File: src/verilog/gpcs_pkg.sv
// Constants for the port pin configuration subregister block
package gpcs_pkg;
    localparam logic [11:0] ADDR_PORT_A_LEVELS = 12'hfd2;
    localparam logic [11:0] ADDR_PORT_B_LEVELS = 12'hfd6;
    localparam logic [11:0] ADDR_PORT_C_LEVELS = 12'hfda;
    // Per port: index register, then control register one byte above
    localparam logic [11:0] ADDR_INDEX_OFS     = 12'h001;
    localparam logic [11:0] ADDR_PORT_A_BASE   = 12'hfd0;
    localparam logic [11:0] ADDR_PORT_STRIDE   = 12'h004;
    localparam logic [7:0]  SUB_STOP_WAKE      = 8'h05;
    localparam logic [7:0]  SUB_PULLUP         = 8'h06;
    localparam logic [7:0]  SUB_ALT_ONE        = 8'h07;
    localparam logic [7:0]  SUB_ALT_TWO        = 8'h08;
    localparam logic [7:0]  RST_STOP_WAKE      = 8'h00;
    localparam logic [7:0]  RST_PULLUP_ABC     = 8'h00;
    localparam logic [7:0]  RST_PULLUP_D       = 8'h01;
    localparam logic [7:0]  RST_PULLUP_SMALL_A = 8'h04;
    localparam logic [7:0]  RST_ALT_ONE        = 8'h00;
    localparam logic [7:0]  RST_ALT_TWO_LARGE  = 8'h00;
    localparam logic [7:0]  RST_ALT_TWO_SMALL  = 8'h04;
    localparam logic [7:0]  RST_INDEX          = 8'h00;
    typedef enum logic [1:0] {
        PKG_LARGE = 2'b00,
        PKG_SMALL = 2'b01
    } gpcs_pkg_variant_t;
endpackage

File: src/verilog/gpcs_pin_sync.sv
// Two-stage synchroniser and edge-change detector for the port pins
`timescale 1ns/100ps
`default_nettype none
module gpcs_pin_sync #(
    parameter int WIDTH = 8
) (
    input  wire logic             clk,
    input  wire logic             rst_n,
    input  wire logic             ce,
    input  wire logic [WIDTH-1:0] pin_async,
    output logic      [WIDTH-1:0] pin_level,
    output logic      [WIDTH-1:0] pin_change
);
    logic [WIDTH-1:0] meta_reg;
    logic [WIDTH-1:0] sync_reg;
    logic [WIDTH-1:0] last_reg;

    // First stage feeds only the second stage
    always_ff @(posedge clk) begin
        if (!rst_n) begin
            meta_reg <= '0;
            sync_reg <= '0;
            last_reg <= '0;
        end else if (ce) begin
            meta_reg <= pin_async;
            sync_reg <= meta_reg;
            last_reg <= sync_reg;
        end
    end

    assign pin_level  = sync_reg;
    assign pin_change = sync_reg ^ last_reg;
endmodule
`default_nettype wire

File: src/verilog/gpcs_port.sv
// One 8-bit port: indexed configuration subregisters and pin level sampling
`timescale 1ns/100ps
`default_nettype none
// Functional notes
// - Enabled pin change in stop wakes device
// - Disabled pin never wakes device
// - Index 06H selects pull-up subregister
// - Pull-up bit drives weak pull-up on pin
// - Pull-up reset 00H, 01H D, 04H small A
// - Index 07H selects alternate select one
// - Alternate select acts only when enabled
// - Index 08H selects alternate select two
// - Select two reset 00H, 04H small A
// - Read-only pin levels at FD2H/FD6H/FDAH
// - Missing pins read as zero
// - Bit x belongs to pin x
// - Enable 0 normal, 1 alternate controls
// - Index 05H selects stop wake subregister
module gpcs_port #(
    parameter int                       WIDTH      = 8,
    parameter logic [1:0]               PORT_NUM   = 2'd0,
    parameter gpcs_pkg::gpcs_pkg_variant_t VARIANT = gpcs_pkg::PKG_LARGE,
    parameter logic [7:0]               PIN_EXISTS = 8'hff,
    // Function code per pin: {code for sel=11, 10, 01, 00}, 2 bits each
    parameter logic [63:0]              ALT_MAP    = 64'he4e4_e4e4_e4e4_e4e4
) (
    // Clock and control
    input  wire logic             CORE_CLK,
    input  wire logic             RSTN,
    input  wire logic             CE,
    input  wire logic             STOP_MODE,
    // Register bus
    input  wire logic [11:0]      REG_ADDR,
    input  wire logic             REG_WR,
    input  wire logic             REG_RD,
    input  wire logic [7:0]       REG_WDATA,
    output logic      [7:0]       REG_RDATA,
    output logic                  REG_HIT,
    // From the neighbouring enable and direction registers
    input  wire logic [WIDTH-1:0] ALT_FUNCTION_ENABLE_BIT,
    input  wire logic [WIDTH-1:0] PIN_DIRECTION_BIT,
    // Pins
    input  wire logic [WIDTH-1:0] PIN_IN,
    output logic      [WIDTH-1:0] WEAK_PULLUP_ON,
    output logic      [WIDTH-1:0] PIN_ALT_ACTIVE,
    output logic      [WIDTH-1:0] PIN_OUTPUT_MODE,
    output logic [2*WIDTH-1:0]    PIN_ALT_FUNC,
    output logic                  STOP_WAKE
);
    localparam logic [11:0] BASE = gpcs_pkg::ADDR_PORT_A_BASE
                                 + 12'(PORT_NUM) * gpcs_pkg::ADDR_PORT_STRIDE;
    localparam logic [11:0] A_LEVELS = BASE + 12'h002;
    localparam logic [11:0] A_INDEX  = BASE + gpcs_pkg::ADDR_INDEX_OFS - 12'h001;
    localparam logic [11:0] A_CTRL   = BASE + gpcs_pkg::ADDR_INDEX_OFS;
    localparam logic [7:0] PU_RST =
        (VARIANT == gpcs_pkg::PKG_SMALL && PORT_NUM == 2'd0) ? gpcs_pkg::RST_PULLUP_SMALL_A :
        (PORT_NUM == 2'd3) ? gpcs_pkg::RST_PULLUP_D : gpcs_pkg::RST_PULLUP_ABC;
    localparam logic [7:0] AS2_RST =
        (VARIANT == gpcs_pkg::PKG_SMALL && PORT_NUM == 2'd0) ? gpcs_pkg::RST_ALT_TWO_SMALL
                                                              : gpcs_pkg::RST_ALT_TWO_LARGE;

    logic [7:0]       index_reg;
    logic [WIDTH-1:0] stop_wake_source_enable_reg;
    logic [WIDTH-1:0] weak_pullup_enable_reg;
    logic [WIDTH-1:0] alt_function_select_one_reg;
    logic [WIDTH-1:0] alt_function_select_two_reg;
    logic [WIDTH-1:0] pin_level_sample;
    logic [WIDTH-1:0] pin_change;
    logic [7:0]       rdata_reg;
    logic [7:0]       rdata_next;
    logic             hit_next;
    logic             wake_reg;

    gpcs_pin_sync #(
        .WIDTH      (WIDTH)
    ) u_sync (
        .clk        (CORE_CLK),
        .rst_n      (RSTN),
        .ce         (CE),
        .pin_async  (PIN_IN),
        .pin_level  (pin_level_sample),
        .pin_change (pin_change)
    );

    always_ff @(posedge CORE_CLK) begin
        if (!RSTN) begin
            index_reg <= gpcs_pkg::RST_INDEX;
        end else if (CE && REG_WR && REG_ADDR == A_INDEX) begin
            index_reg <= REG_WDATA;
        end
    end

    always_ff @(posedge CORE_CLK) begin
        if (!RSTN) begin
            stop_wake_source_enable_reg <= WIDTH'(gpcs_pkg::RST_STOP_WAKE);
            weak_pullup_enable_reg      <= WIDTH'(PU_RST);
            alt_function_select_one_reg <= WIDTH'(gpcs_pkg::RST_ALT_ONE);
            alt_function_select_two_reg <= WIDTH'(AS2_RST);
        end else if (CE && REG_WR && REG_ADDR == A_CTRL) begin
            case (index_reg)
                gpcs_pkg::SUB_STOP_WAKE: stop_wake_source_enable_reg <= REG_WDATA[WIDTH-1:0];
                gpcs_pkg::SUB_PULLUP:    weak_pullup_enable_reg      <= REG_WDATA[WIDTH-1:0];
                gpcs_pkg::SUB_ALT_ONE:   alt_function_select_one_reg <= REG_WDATA[WIDTH-1:0];
                gpcs_pkg::SUB_ALT_TWO:   alt_function_select_two_reg <= REG_WDATA[WIDTH-1:0];
                default: begin
                end
            endcase
        end
    end

    always_comb begin
        rdata_next = 8'h00;
        hit_next   = 1'b0;
        if (REG_ADDR == A_INDEX) begin
            rdata_next = index_reg;
            hit_next   = 1'b1;
        end else if (REG_ADDR == A_CTRL) begin
            case (index_reg)
                gpcs_pkg::SUB_STOP_WAKE: rdata_next = 8'(stop_wake_source_enable_reg);
                gpcs_pkg::SUB_PULLUP:    rdata_next = 8'(weak_pullup_enable_reg);
                gpcs_pkg::SUB_ALT_ONE:   rdata_next = 8'(alt_function_select_one_reg);
                gpcs_pkg::SUB_ALT_TWO:   rdata_next = 8'(alt_function_select_two_reg);
                default:                 rdata_next = 8'h00;
            endcase
            hit_next = 1'b1;
        end else if (REG_ADDR == A_LEVELS && PORT_NUM != 2'd3) begin
            rdata_next = 8'(pin_level_sample) & PIN_EXISTS;
            hit_next   = 1'b1;
        end
    end

    // Read data registered; writes to the level register are ignored
    always_ff @(posedge CORE_CLK) begin
        if (!RSTN) begin
            rdata_reg <= 8'h00;
            REG_HIT   <= 1'b0;
        end else if (CE) begin
            rdata_reg <= REG_RD ? rdata_next : 8'h00;
            REG_HIT   <= REG_RD & hit_next;
        end
    end
    assign REG_RDATA = rdata_reg;

    always_ff @(posedge CORE_CLK) begin
        if (!RSTN) begin
            wake_reg <= 1'b0;
        end else if (CE) begin
            wake_reg <= STOP_MODE && |(pin_change & stop_wake_source_enable_reg);
        end
    end
    assign STOP_WAKE = wake_reg;

    genvar g;
    generate
        for (g = 0; g < WIDTH; g++) begin : g_pin
            logic [1:0] sel;
            assign sel = {alt_function_select_two_reg[g], alt_function_select_one_reg[g]};
            assign WEAK_PULLUP_ON[g] = weak_pullup_enable_reg[g];
            assign PIN_ALT_ACTIVE[g] = ALT_FUNCTION_ENABLE_BIT[g];
            assign PIN_OUTPUT_MODE[g] = ~ALT_FUNCTION_ENABLE_BIT[g] & ~PIN_DIRECTION_BIT[g];
            assign PIN_ALT_FUNC[2*g +: 2] = ALT_FUNCTION_ENABLE_BIT[g]
                ? ALT_MAP[8*g + 2*sel +: 2] : 2'b00;
        end
    endgenerate
endmodule
`default_nettype wire
File: config.mk
export PLATFORM = sky130hd
export DESIGN_NAME = gpcs_port
export DESIGN_NICKNAME = d
export VERILOG_FILES = /design/src/verilog/gpcs_pkg.sv /design/src/verilog/gpcs_pin_sync.sv /design/src/verilog/gpcs_port.sv
export SDC_FILE = /design/constraint.sdc
export NUM_CORES = 1
export LEC_CHECK = 0
export BUFFER_PORTS_ARGS = -buffer_cell sky130_fd_sc_hd__clkbuf_2
export CAP_MARGIN = 25
export CORE_UTILIZATION = 52
export CTS_CLUSTER_DIAMETER = 100
export DETAILED_ROUTE_END_ITERATION = 12
export GPL_TIMING_DRIVEN = 0
export PLACE_DENSITY = 0.79
export SYNTH_ARGS = -nofsm -noshare
export SYNTH_HDL_FRONTEND = slang
export SYNTH_SLANG_ARGS = --single-unit
File: constraint.sdc
create_clock -name CORE_CLK -period 2.5 [get_ports CORE_CLK]
set_clock_uncertainty 0.05 [all_clocks]
set_input_delay 0.125 -clock CORE_CLK [delete_from_list [all_inputs] [get_ports CORE_CLK]]
set_output_delay 0.125 -clock CORE_CLK [all_outputs]
set_load 0.005 [all_outputs]
## Word level (Yosys, flattened, before mapping)

Cells that the tools add are included.

| cells by class | value |
|---|---|
| $add $sub $neg | 7 |
| multiply operators | 0 |
| div/mod/pow operators | 0 |
| order comparisons | 0 |
| equality and inequality tests | 7 |
| shifts and indexed selects | 8 |
| mux-type cells | 16 |
| bitwise gates (word level) | 27 |
| reductions and logical operators | 9 |

Operator list:

| kind | count |
|---|---|
| $shiftx A64 B8 Y2 const A | 4 |
| $shiftx A64 B7 Y2 const A | 2 |
| $shiftx A64 B4 Y2 const A | 1 |
| $shiftx A64 B6 Y2 const A | 1 |
| $eq A12 B12 Y1 const B | 3 |
| $mux W8 | 4 |
| $pmux W8 S4 | 1 |
| $add A6 B3 Y7 const A | 4 |
| $eq A8 B3 Y1 const B | 3 |
| $mux W2 | 8 |
| $not A1 Y1 | 16 |
| $add A5 B3 Y6 const A | 2 |
| $and A1 B1 Y1 | 9 |
| $and A8 B8 Y8 | 1 |
| $eq A8 B4 Y1 const B | 1 |
| $reduce_and A2 Y1 | 4 |
| $reduce_or A8 Y1 | 1 |
| $xor A8 B8 Y8 | 1 |
| $add A4 B3 Y5 const A | 1 |
| $logic_and A1 B1 Y1 | 4 |
| $mux W1 | 3 |

| word-level totals | value |
|---|---|
| register bits | 74 |
| bits in latches | 0 |
| RAM bits | 0 |
| bits in read-only memories | 0 |
| bits of input ports | 50 |
| output and inout bits | 50 |
| logic and storage cells | 85 |
| memories | 0 |

## Longest topological paths before layout

Gate-level depths: netlist of run 1.

| logic depth | value |
|---|---|
| depth in word-level cells | 5 |
| mapped depth | 8 |

## By module

From an unflattened synthesis of run 1, not the netlist that was laid out.

| unflattened totals | value |
|---|---|
| cells, all modules | 382 |
| area, all modules | 3601.0 sq um |

Modules (own cells, without submodules):

| module | times used | cells an instance | area an instance (sq um) | sequential area each (sq um) |
|---|---|---|---|---|
| gpcs_port | 1 | 297 | 2601.2 | 1001.0 |
| gpcs_pin_sync | 1 | 85 | 999.7 | 480.5 |

## Worst setup path before layout of run 1

Ideal clock, no wire load.

| path | value |
|---|---|
| path kind | flip-flop to flip-flop |
| from | register index_reg[4] |
| to | register alt_function_select_one_reg[0] |
| data arrival time | 1638 ps |
| required time | 2334 ps |
| setup slack | 696 ps |
| cell stages (with the launch flop) | 6 |
| path buffers | 0 |
| period minus slack after synthesis | 1804 ps |
| cells stage by stage | dfxtp_1 > nor4_4 > nand4_4 > nor4_4 > mux2i_1 > nor2b_1 |

| on the way | value |
|---|---|
| longest elaborated chain between the ends | 2 |

RTL lines:

| what | line | source |
|---|---|---|
| start, declared | gpcs_port.sv:62 | `logic [7:0] index_reg;` |
| start signal, assigned | gpcs_port.sv:87 | `index_reg <= gpcs_pkg::RST_INDEX;` |
| $eq A8 B3 Y1 | gpcs_port.sv:100 | `case (index_reg)` |
| $reduce_and A2 Y1 (no source line) | -- |  |
| end signal, assigned | gpcs_port.sv:97 | `alt_function_select_one_reg <= WIDTH'(gpcs_pkg::RST_ALT_ONE);` |
| end signal, assigned | gpcs_port.sv:103 | `gpcs_pkg::SUB_ALT_ONE: alt_function_select_one_reg <= REG_WDATA[WIDTH-1:0];` |
| end, declared | gpcs_port.sv:65 | `logic [WIDTH-1:0] alt_function_select_one_reg;` |

No other way between the ends.
A chain may end at the register's enable or synchronous reset.

## Worst setup path in the final report of run 1

| path | value |
|---|---|
| from | register index_reg[1] |
| to | register rdata_reg[3], in the netlist REG_RDATA[3] |

| on the way | value |
|---|---|
| longest elaborated chain between the ends | 5 |
| elaborated cells between the ends (all ways) | 8 |

RTL lines:

| what | line | source |
|---|---|---|
| $eq A8 B4 Y1 or $eq A8 B3 Y1 (tied branches) | gpcs_port.sv:118 | `case (index_reg)` |
| $pmux W8 S4 (*) | gpcs_port.sv:118 |  |
| $mux W8 (*) | gpcs_port.sv:117 | `end else if (REG_ADDR == A_CTRL) begin` |
| $mux W8 (*) | gpcs_port.sv:114 | `if (REG_ADDR == A_INDEX) begin` |
| $mux W8 (*) | gpcs_port.sv:138 | `rdata_reg <= REG_RD ? rdata_next : 8'h00;` |
| end signal, assigned | gpcs_port.sv:138 |  |
| end, declared | gpcs_port.sv:69 | `logic [7:0] rdata_reg;` |

Every way passes the cells marked *; elsewhere a longest branch is shown, timed or not.

==> flow_metrics.tcl, run 1 <==
set metrics [dict create \
    status "finished clean" \
    cpLargestDelayFamily "simple AND/OR/NAND/NOR gates" \
    clk_pin_slew_worst_paths_ps 70 \
    hold_path.class "input port to flop" \
    clock_latency_ps 350 \
    vias 3064 \
    wl_per_cell_um 15.2 \
    hold_slack_ps 28.6 \
    antenna_cells 0 \
    hpwl_mm 6.41 \
    worstPathArrival_ps 2550 \
    max_stage_delay_ps 630 \
    required_ps 2730 \
    gp_congestion 0.831 \
    critical_path.cell_chain "buf_2, nor4b_4, a21oi_1, nor4_2, nand2_1, a21boi_1" \
    maxSlewViolCount 0 \
    syn2layout_area_growth_pct 23.9 \
    grt.overflow.total 0 \
    htreeDepth 3 \
    drt-total-wl_mm 8.70 \
    crit_buf_inv 1 \
    critPathMaxFanout 10 \
    p_leak_nw 1.99 \
    setup_viol 0 \
    synth_nets 419 \
    clk_path_buf_depth 2 \
    max_cap_violations 0 \
    path_class "flop to flop" \
    multiInputGateArea_sq_um 2000 \
    worstMarginPinSlew_ps 830 \
    rsz0062_at_grt "no" \
    floorplan.core_area_sq_um 6760 \
    antenna_found_initial 0 \
    final-hold-violation-count 0 \
    cts.sinks 74 \
    yosysSeqAreaShare_pct 41.0 \
    cts_tree "done" \
    syn_area_sq_um 3620 \
    seqCellArea_sq_um 1480 \
    drive_gt1_share_pct 28.3 \
    yosys_warnings 0 \
    grt_start_max_net_pins 12 \
    drt-vias-per-instance 5.37 \
    root_buffer "clkbuf_8" \
    post-cts-setup-buffers 0 \
    fin_tns_setup_ps 0 \
    utilization_pct 66.3 \
    die_w_um 85.4 \
    slew_headroom_pct 44.3 \
    num_rows 30 \
    syn_inst 369 \
    design.die.area_sq_um 7290 \
    cts_buffers 9 \
    first_global_vias 2975 \
    drtAntennaViolNets 0 \
    rrSetupSlack_ps 180 \
    total_power_mw 2.29 \
    ys_ff_latch 74 \
    dr.pass1.iters 4 \
    power.density_nw_per_um2 510 \
    drc 0 \
    ios 100 \
    grt_usage_pct 24.7 \
    ys_types 34 \
    layout_min_cycle_time_ps 2320 \
    crit_slowest_cell "nor4_2" \
    max_freq_mhz 431 \
    syn_avg_cell_area_sq_um 9.80 \
    nets 537 \
    crit_path_start_kind "flop" \
    end_kind "flop" \
    drt_iter0_markers 119 \
    place_inst 546 \
    numPortBuffers 97 \
    die_h_um 85.4 \
    nFillCells 547 \
    grt_pass1_wl_mm 13.9 \
    fin_cells 571 \
    ir_worst_vdd_v 0.000278 \
    start_util_pct 53.5 \
    fin_crit_sh_pct 92.9 \
]
-- worst min-delay path: cells and delay by family --
kind,cells,cell delay [ps]
buffers and inverters,1,110
AND/OR/NAND/NOR,1,80
multiplexers,1,60
-- cell usage in the layout, fill, tap and decap left out, types with 5 or more instances in the layout --
cell and count:
clkbuf_8 10, a22oi_1 12, clkbuf_1 11, a21oi_1 10, nor2b_1 59, dfxtp_1 74
buf_4 8, mux2_2 7, xor2_1 8, mux2i_1 72, and2_1 16, dlygate4sd3_1 9
a21boi_1 5, o21ai_0 9, nand2_1 40, nor2_1 9, clkbuf_2 98
-- area by class of cell --
cell class / count / share of cell area, %
Clock buffer: 12 / 3.24
Sequential cell: 74 / 33.1
Timing Repair Buffer: 107 / 13.0
Inverter: 1 / 0.0838
Clock inverter: 3 / 0.893
Tap cell: 80 / 2.23
Buffer: 25 / 2.88
Multi-Input combinational cell: 269 / 44.7
-- synth_stat cells --
| cell type | number | share of area [%] |
|---|---|---|
| dfxtp_1 | 74 | 41 |
| mux2i_1 | 72 | 20 |
| nor2b_1 | 59 | 10 |
| nand2_1 | 40 | 4.2 |
| and2_1 | 16 | 2.8 |
| a22oi_1 | 12 | 2.5 |
| a21oi_1 | 10 | 1.4 |
| clkbuf_1 | 9 | 0.93 |
| nor2_1 | 9 | 0.93 |
| o21ai_0 | 9 | 1.2 |
| buf_4 | 8 | 1.7 |
| xor2_1 | 8 | 1.9 |
| mux2_2 | 7 | 2.2 |
| a21boi_1 | 5 | 1.0 |
| buf_1 | 4 | 0.42 |
| buf_2 | 4 | 0.55 |
| a21boi_0 | 3 | 0.62 |
| nor4_4 | 3 | 1.8 |
| nand4_1 | 2 | 0.35 |
| and3b_1 | 1 | 0.24 |
| and4_1 | 1 | 0.24 |
| and4b_1 | 1 | 0.28 |
| and4bb_2 | 1 | 0.35 |
| inv_1 | 1 | 0.10 |
| nand3_1 | 1 | 0.14 |
| nand3b_1 | 1 | 0.21 |
| nand4_4 | 1 | 0.59 |
| nor3_4 | 1 | 0.45 |
| nor3b_1 | 1 | 0.21 |
| nor4_2 | 1 | 0.35 |
| nor4b_4 | 1 | 0.66 |
| nor4bb_1 | 1 | 0.28 |
| o21a_1 | 1 | 0.21 |
| or2_2 | 1 | 0.17 |
-- worst paths after layout --
path,start,endpoint,depth (start not counted)
hold / removal,REG_WDATA[2],WEAK_PULLUP_ON[2],3
setup / recovery,index_reg[1],REG_RDATA[3],6
hold reg to reg,STOP_WAKE,STOP_WAKE,2
setup reg to reg,index_reg[1],REG_RDATA[3],6
-- per-stage QoR --
step           worst slack (ps)  cell area, sq um
2_1_floorplan               696              3620
3_3_place_gp                339              4200
3_5_place_dp                272              4200
4_1_cts                     231              4480
5_1_grt                    31.1              4480
6_report                    178              4480
-- cell families after synthesis --
| group | share of synthesized area, % |
|---|---|
| DFF | 41.0 |
| buffers and inverters | 3.67 |
| muxes | 22.1 |
| xor gates and xnor gates | 1.94 |
| AOI/OAI and AO/OA | 6.99 |
| and+or+nand+nor | 24.3 |
-- layer usage --
layer	routed length, um	track usage, %
met1	3860	30.2
met2	4240	41.8
met3	400	3.70
met4	205	13.5
met5	0	0
-- timing repair --
action	4_1_cts	5_1_grt
hold buffers	9	0
resized for setup	0	0
endpoints found under the hold margin	9	0
-- power breakdown --
| part | switching [mW] | internal (mW) |
|---|---|---|
| clock network | 0.415 | 0.480 |
| registers | 0.0110 | 1.19 |
| logic | 0.0897 | 0.0989 |
| total | 0.515 | 1.77 |
No activity file was read; power rests on OpenSTA's default activity.
==> run 2, diff against run 1 <==
Settings changed: BUFFER_PORTS_ARGS -buffer_cell sky130_fd_sc_hd__clkbuf_2 to unset, CORE_UTILIZATION 52 to 63, DONT_BUFFER_PORTS set to 1.
==> run 2 against run 1 <==
  * Hold slack lost 17 ps
  * Cell count decreased by 17%
  * Critical endpoint is now REG_RDATA[7]
  * Cell area shrank 9.8%
  * Largest power group unchanged
  * Count of clock-buffer cells in the layout is the same
  * Sequential share of layout area up 3.6 points
==> flow_metrics.tcl, run 2 (synthesis results as in run 1) <==
set metrics [dict create \
    hpwl_mm 5.84 \
    die_h_um 77.8 \
    path_class "flop to flop" \
    max_freq_mhz 447 \
    grt_pass1_wl_mm 13.2 \
    grt_usage_pct 29.0 \
    drc 0 \
    fin_tns_setup_ps 0 \
    hp-start "REG_ADDR[0]" \
    antenna_cells 0 \
    critical_path.cell_chain "buf_2, nor4b_4, a21oi_1, nor4_2, nand2_1, a21boi_0" \
    max_stage_delay_ps 620 \
    setup_viol 0 \
    die_w_um 77.8 \
    cts_tree "done" \
    end_kind "flop" \
    gp_congestion 0.841 \
    layout_min_cycle_time_ps 2240 \
    critPathMaxFanout 10 \
    antenna_found_initial 0 \
    final.setup.worst_slack_ps 265 \
    worstPathArrival_ps 2450 \
    status "finished clean" \
    first_global_vias 2736 \
    drt_iter0_markers 166 \
    fin_crit_sh_pct 89.4 \
    nets 450 \
    drive_gt1_share_pct 9.70 \
    htreeDepth 3 \
    num_rows 27 \
    rsz0062_at_grt "no" \
    drt-vias-per-instance 5.82 \
    wl_per_cell_um 17.3 \
    syn2layout_area_growth_pct 11.8 \
    grt_start_max_net_pins 11 \
    grt.overflow.total 0 \
    design.die.area_sq_um 6050 \
    drtAntennaViolNets 0 \
    numPortBuffers 0 \
    crit_slowest_cell "nor4b_4" \
    ios 100 \
    busiest_layer "met2" \
    ir_worst_vdd_v 0.000378 \
    post-place-ws_ps 292 \
    cts_buffers 9 \
    cts.sinks 74 \
    layout_commonest_cell "dfxtp_1" \
    power.density_nw_per_um2 518 \
    fin_cells 474 \
    start_util_pct 65.7 \
    final-hold-violation-count 0 \
    total_power_mw 2.09 \
    p_leak_nw 1.58 \
    grt.met3_usage_pct 7.76 \
    floorplan.core_area_sq_um 5510 \
    maxSlewViolCount 0 \
    met2_usage_pct 46.4 \
    worstMarginPinSlew_ps 787 \
    drt-total-wl_mm 8.18 \
    root_buffer "clkbuf_8" \
    mostFrequentLayoutCells "dfxtp_1 (74), mux2i_1 (72), nor2b_1 (59), nand2_1 (40), dlygate4sd3_1 (19)" \
    crit_path_start_kind "flop" \
    hold_path.class "input port to flop" \
    max_cap_violations 0 \
    grtUsageMet1_pct 35.8 \
    cp-startpoint "index_reg[1]" \
    dr.pass1.iters 4 \
    clk_pin_slew_worst_paths_ps 70 \
    clock_latency_ps 340 \
    place_inst 441 \
    r2r-start "index_reg[1]" \
    slew_headroom_pct 47.1 \
    required_ps 2720 \
    vias 2760 \
    clk_path_buf_depth 2 \
]
-- run 2: cell count changes in the layout (fill, tap and decap cells not counted) --
cell,delta
clkinv_2,-1
buf_2,+1
dlygate4sd3_1,+10
bufinv_16,-1
clkbuf_2,-98
clkbuf_1,+1
clkbuf_8,-1
-- run 2: layout make-up --
| type | count | area (sq um) |
|---|---|---|
| well taps | 72 | 90.1 |
| clock inverters | 1 | 5.00 |
| clock buffers | 12 | 135 |
| plain buffers | 25 | 129 |
| flip-flops and latches | 74 | 1480 |
| inverters | 1 | 3.75 |
| fillers | 424 | 1470 |
| multi-input cells | 269 | 2000 |
| repair buffers | 20 | 195 |
-- run 2: per-layer routing --
metal,wire (um),part of all wire [%]
met5,0,0
met4,179,2.2
met3,561,6.9
met2,3820,47
met1,3620,44
-- run 2: power breakdown --
part	switching, mW	internal [mW]
combinational	0.0738	0.0761
clock	0.395	0.343
sequential	0.0111	1.19
-- run 2: repair_timing --
item,4_1_cts,5_1_grt
setup endpoints to repair,0,0
setup buffers,0,0
hold endpoints to repair,57,0
resized for setup,0,0
hold buffers,19,0
-- run 2: worst paths after layout --
kind	end	slack, ps	cells past startpoint
max	REG_RDATA[7]	260	6
min	REG_RDATA[3]	10	3
max reg2reg	REG_RDATA[7]	260	6
min reg2reg	alt_function_select_two_reg[3]	430	2
-- run 2: per-stage QoR --
stage	instance area, sq um	util (%)	hold WS (ps)
floorplan	3620	-	223
global placement	3710	67.3	226
detailed placement	3710	67.3	228
CTS	4040	73.3	40.1
global route	4040	73.4	51.5
finish	4040	73.4	11.6
-- run 2: worst max-delay path: cells and delay by family (launching register included) --
| family | cells | cell delay (ps) |
|---|---|---|
| AOI/OAI and AO/OA | 2 | 350 |
| buffers and inverters | 1 | 160 |
| DFF | 1 | 300 |
| and+or+nand+nor | 3 | 1310 |
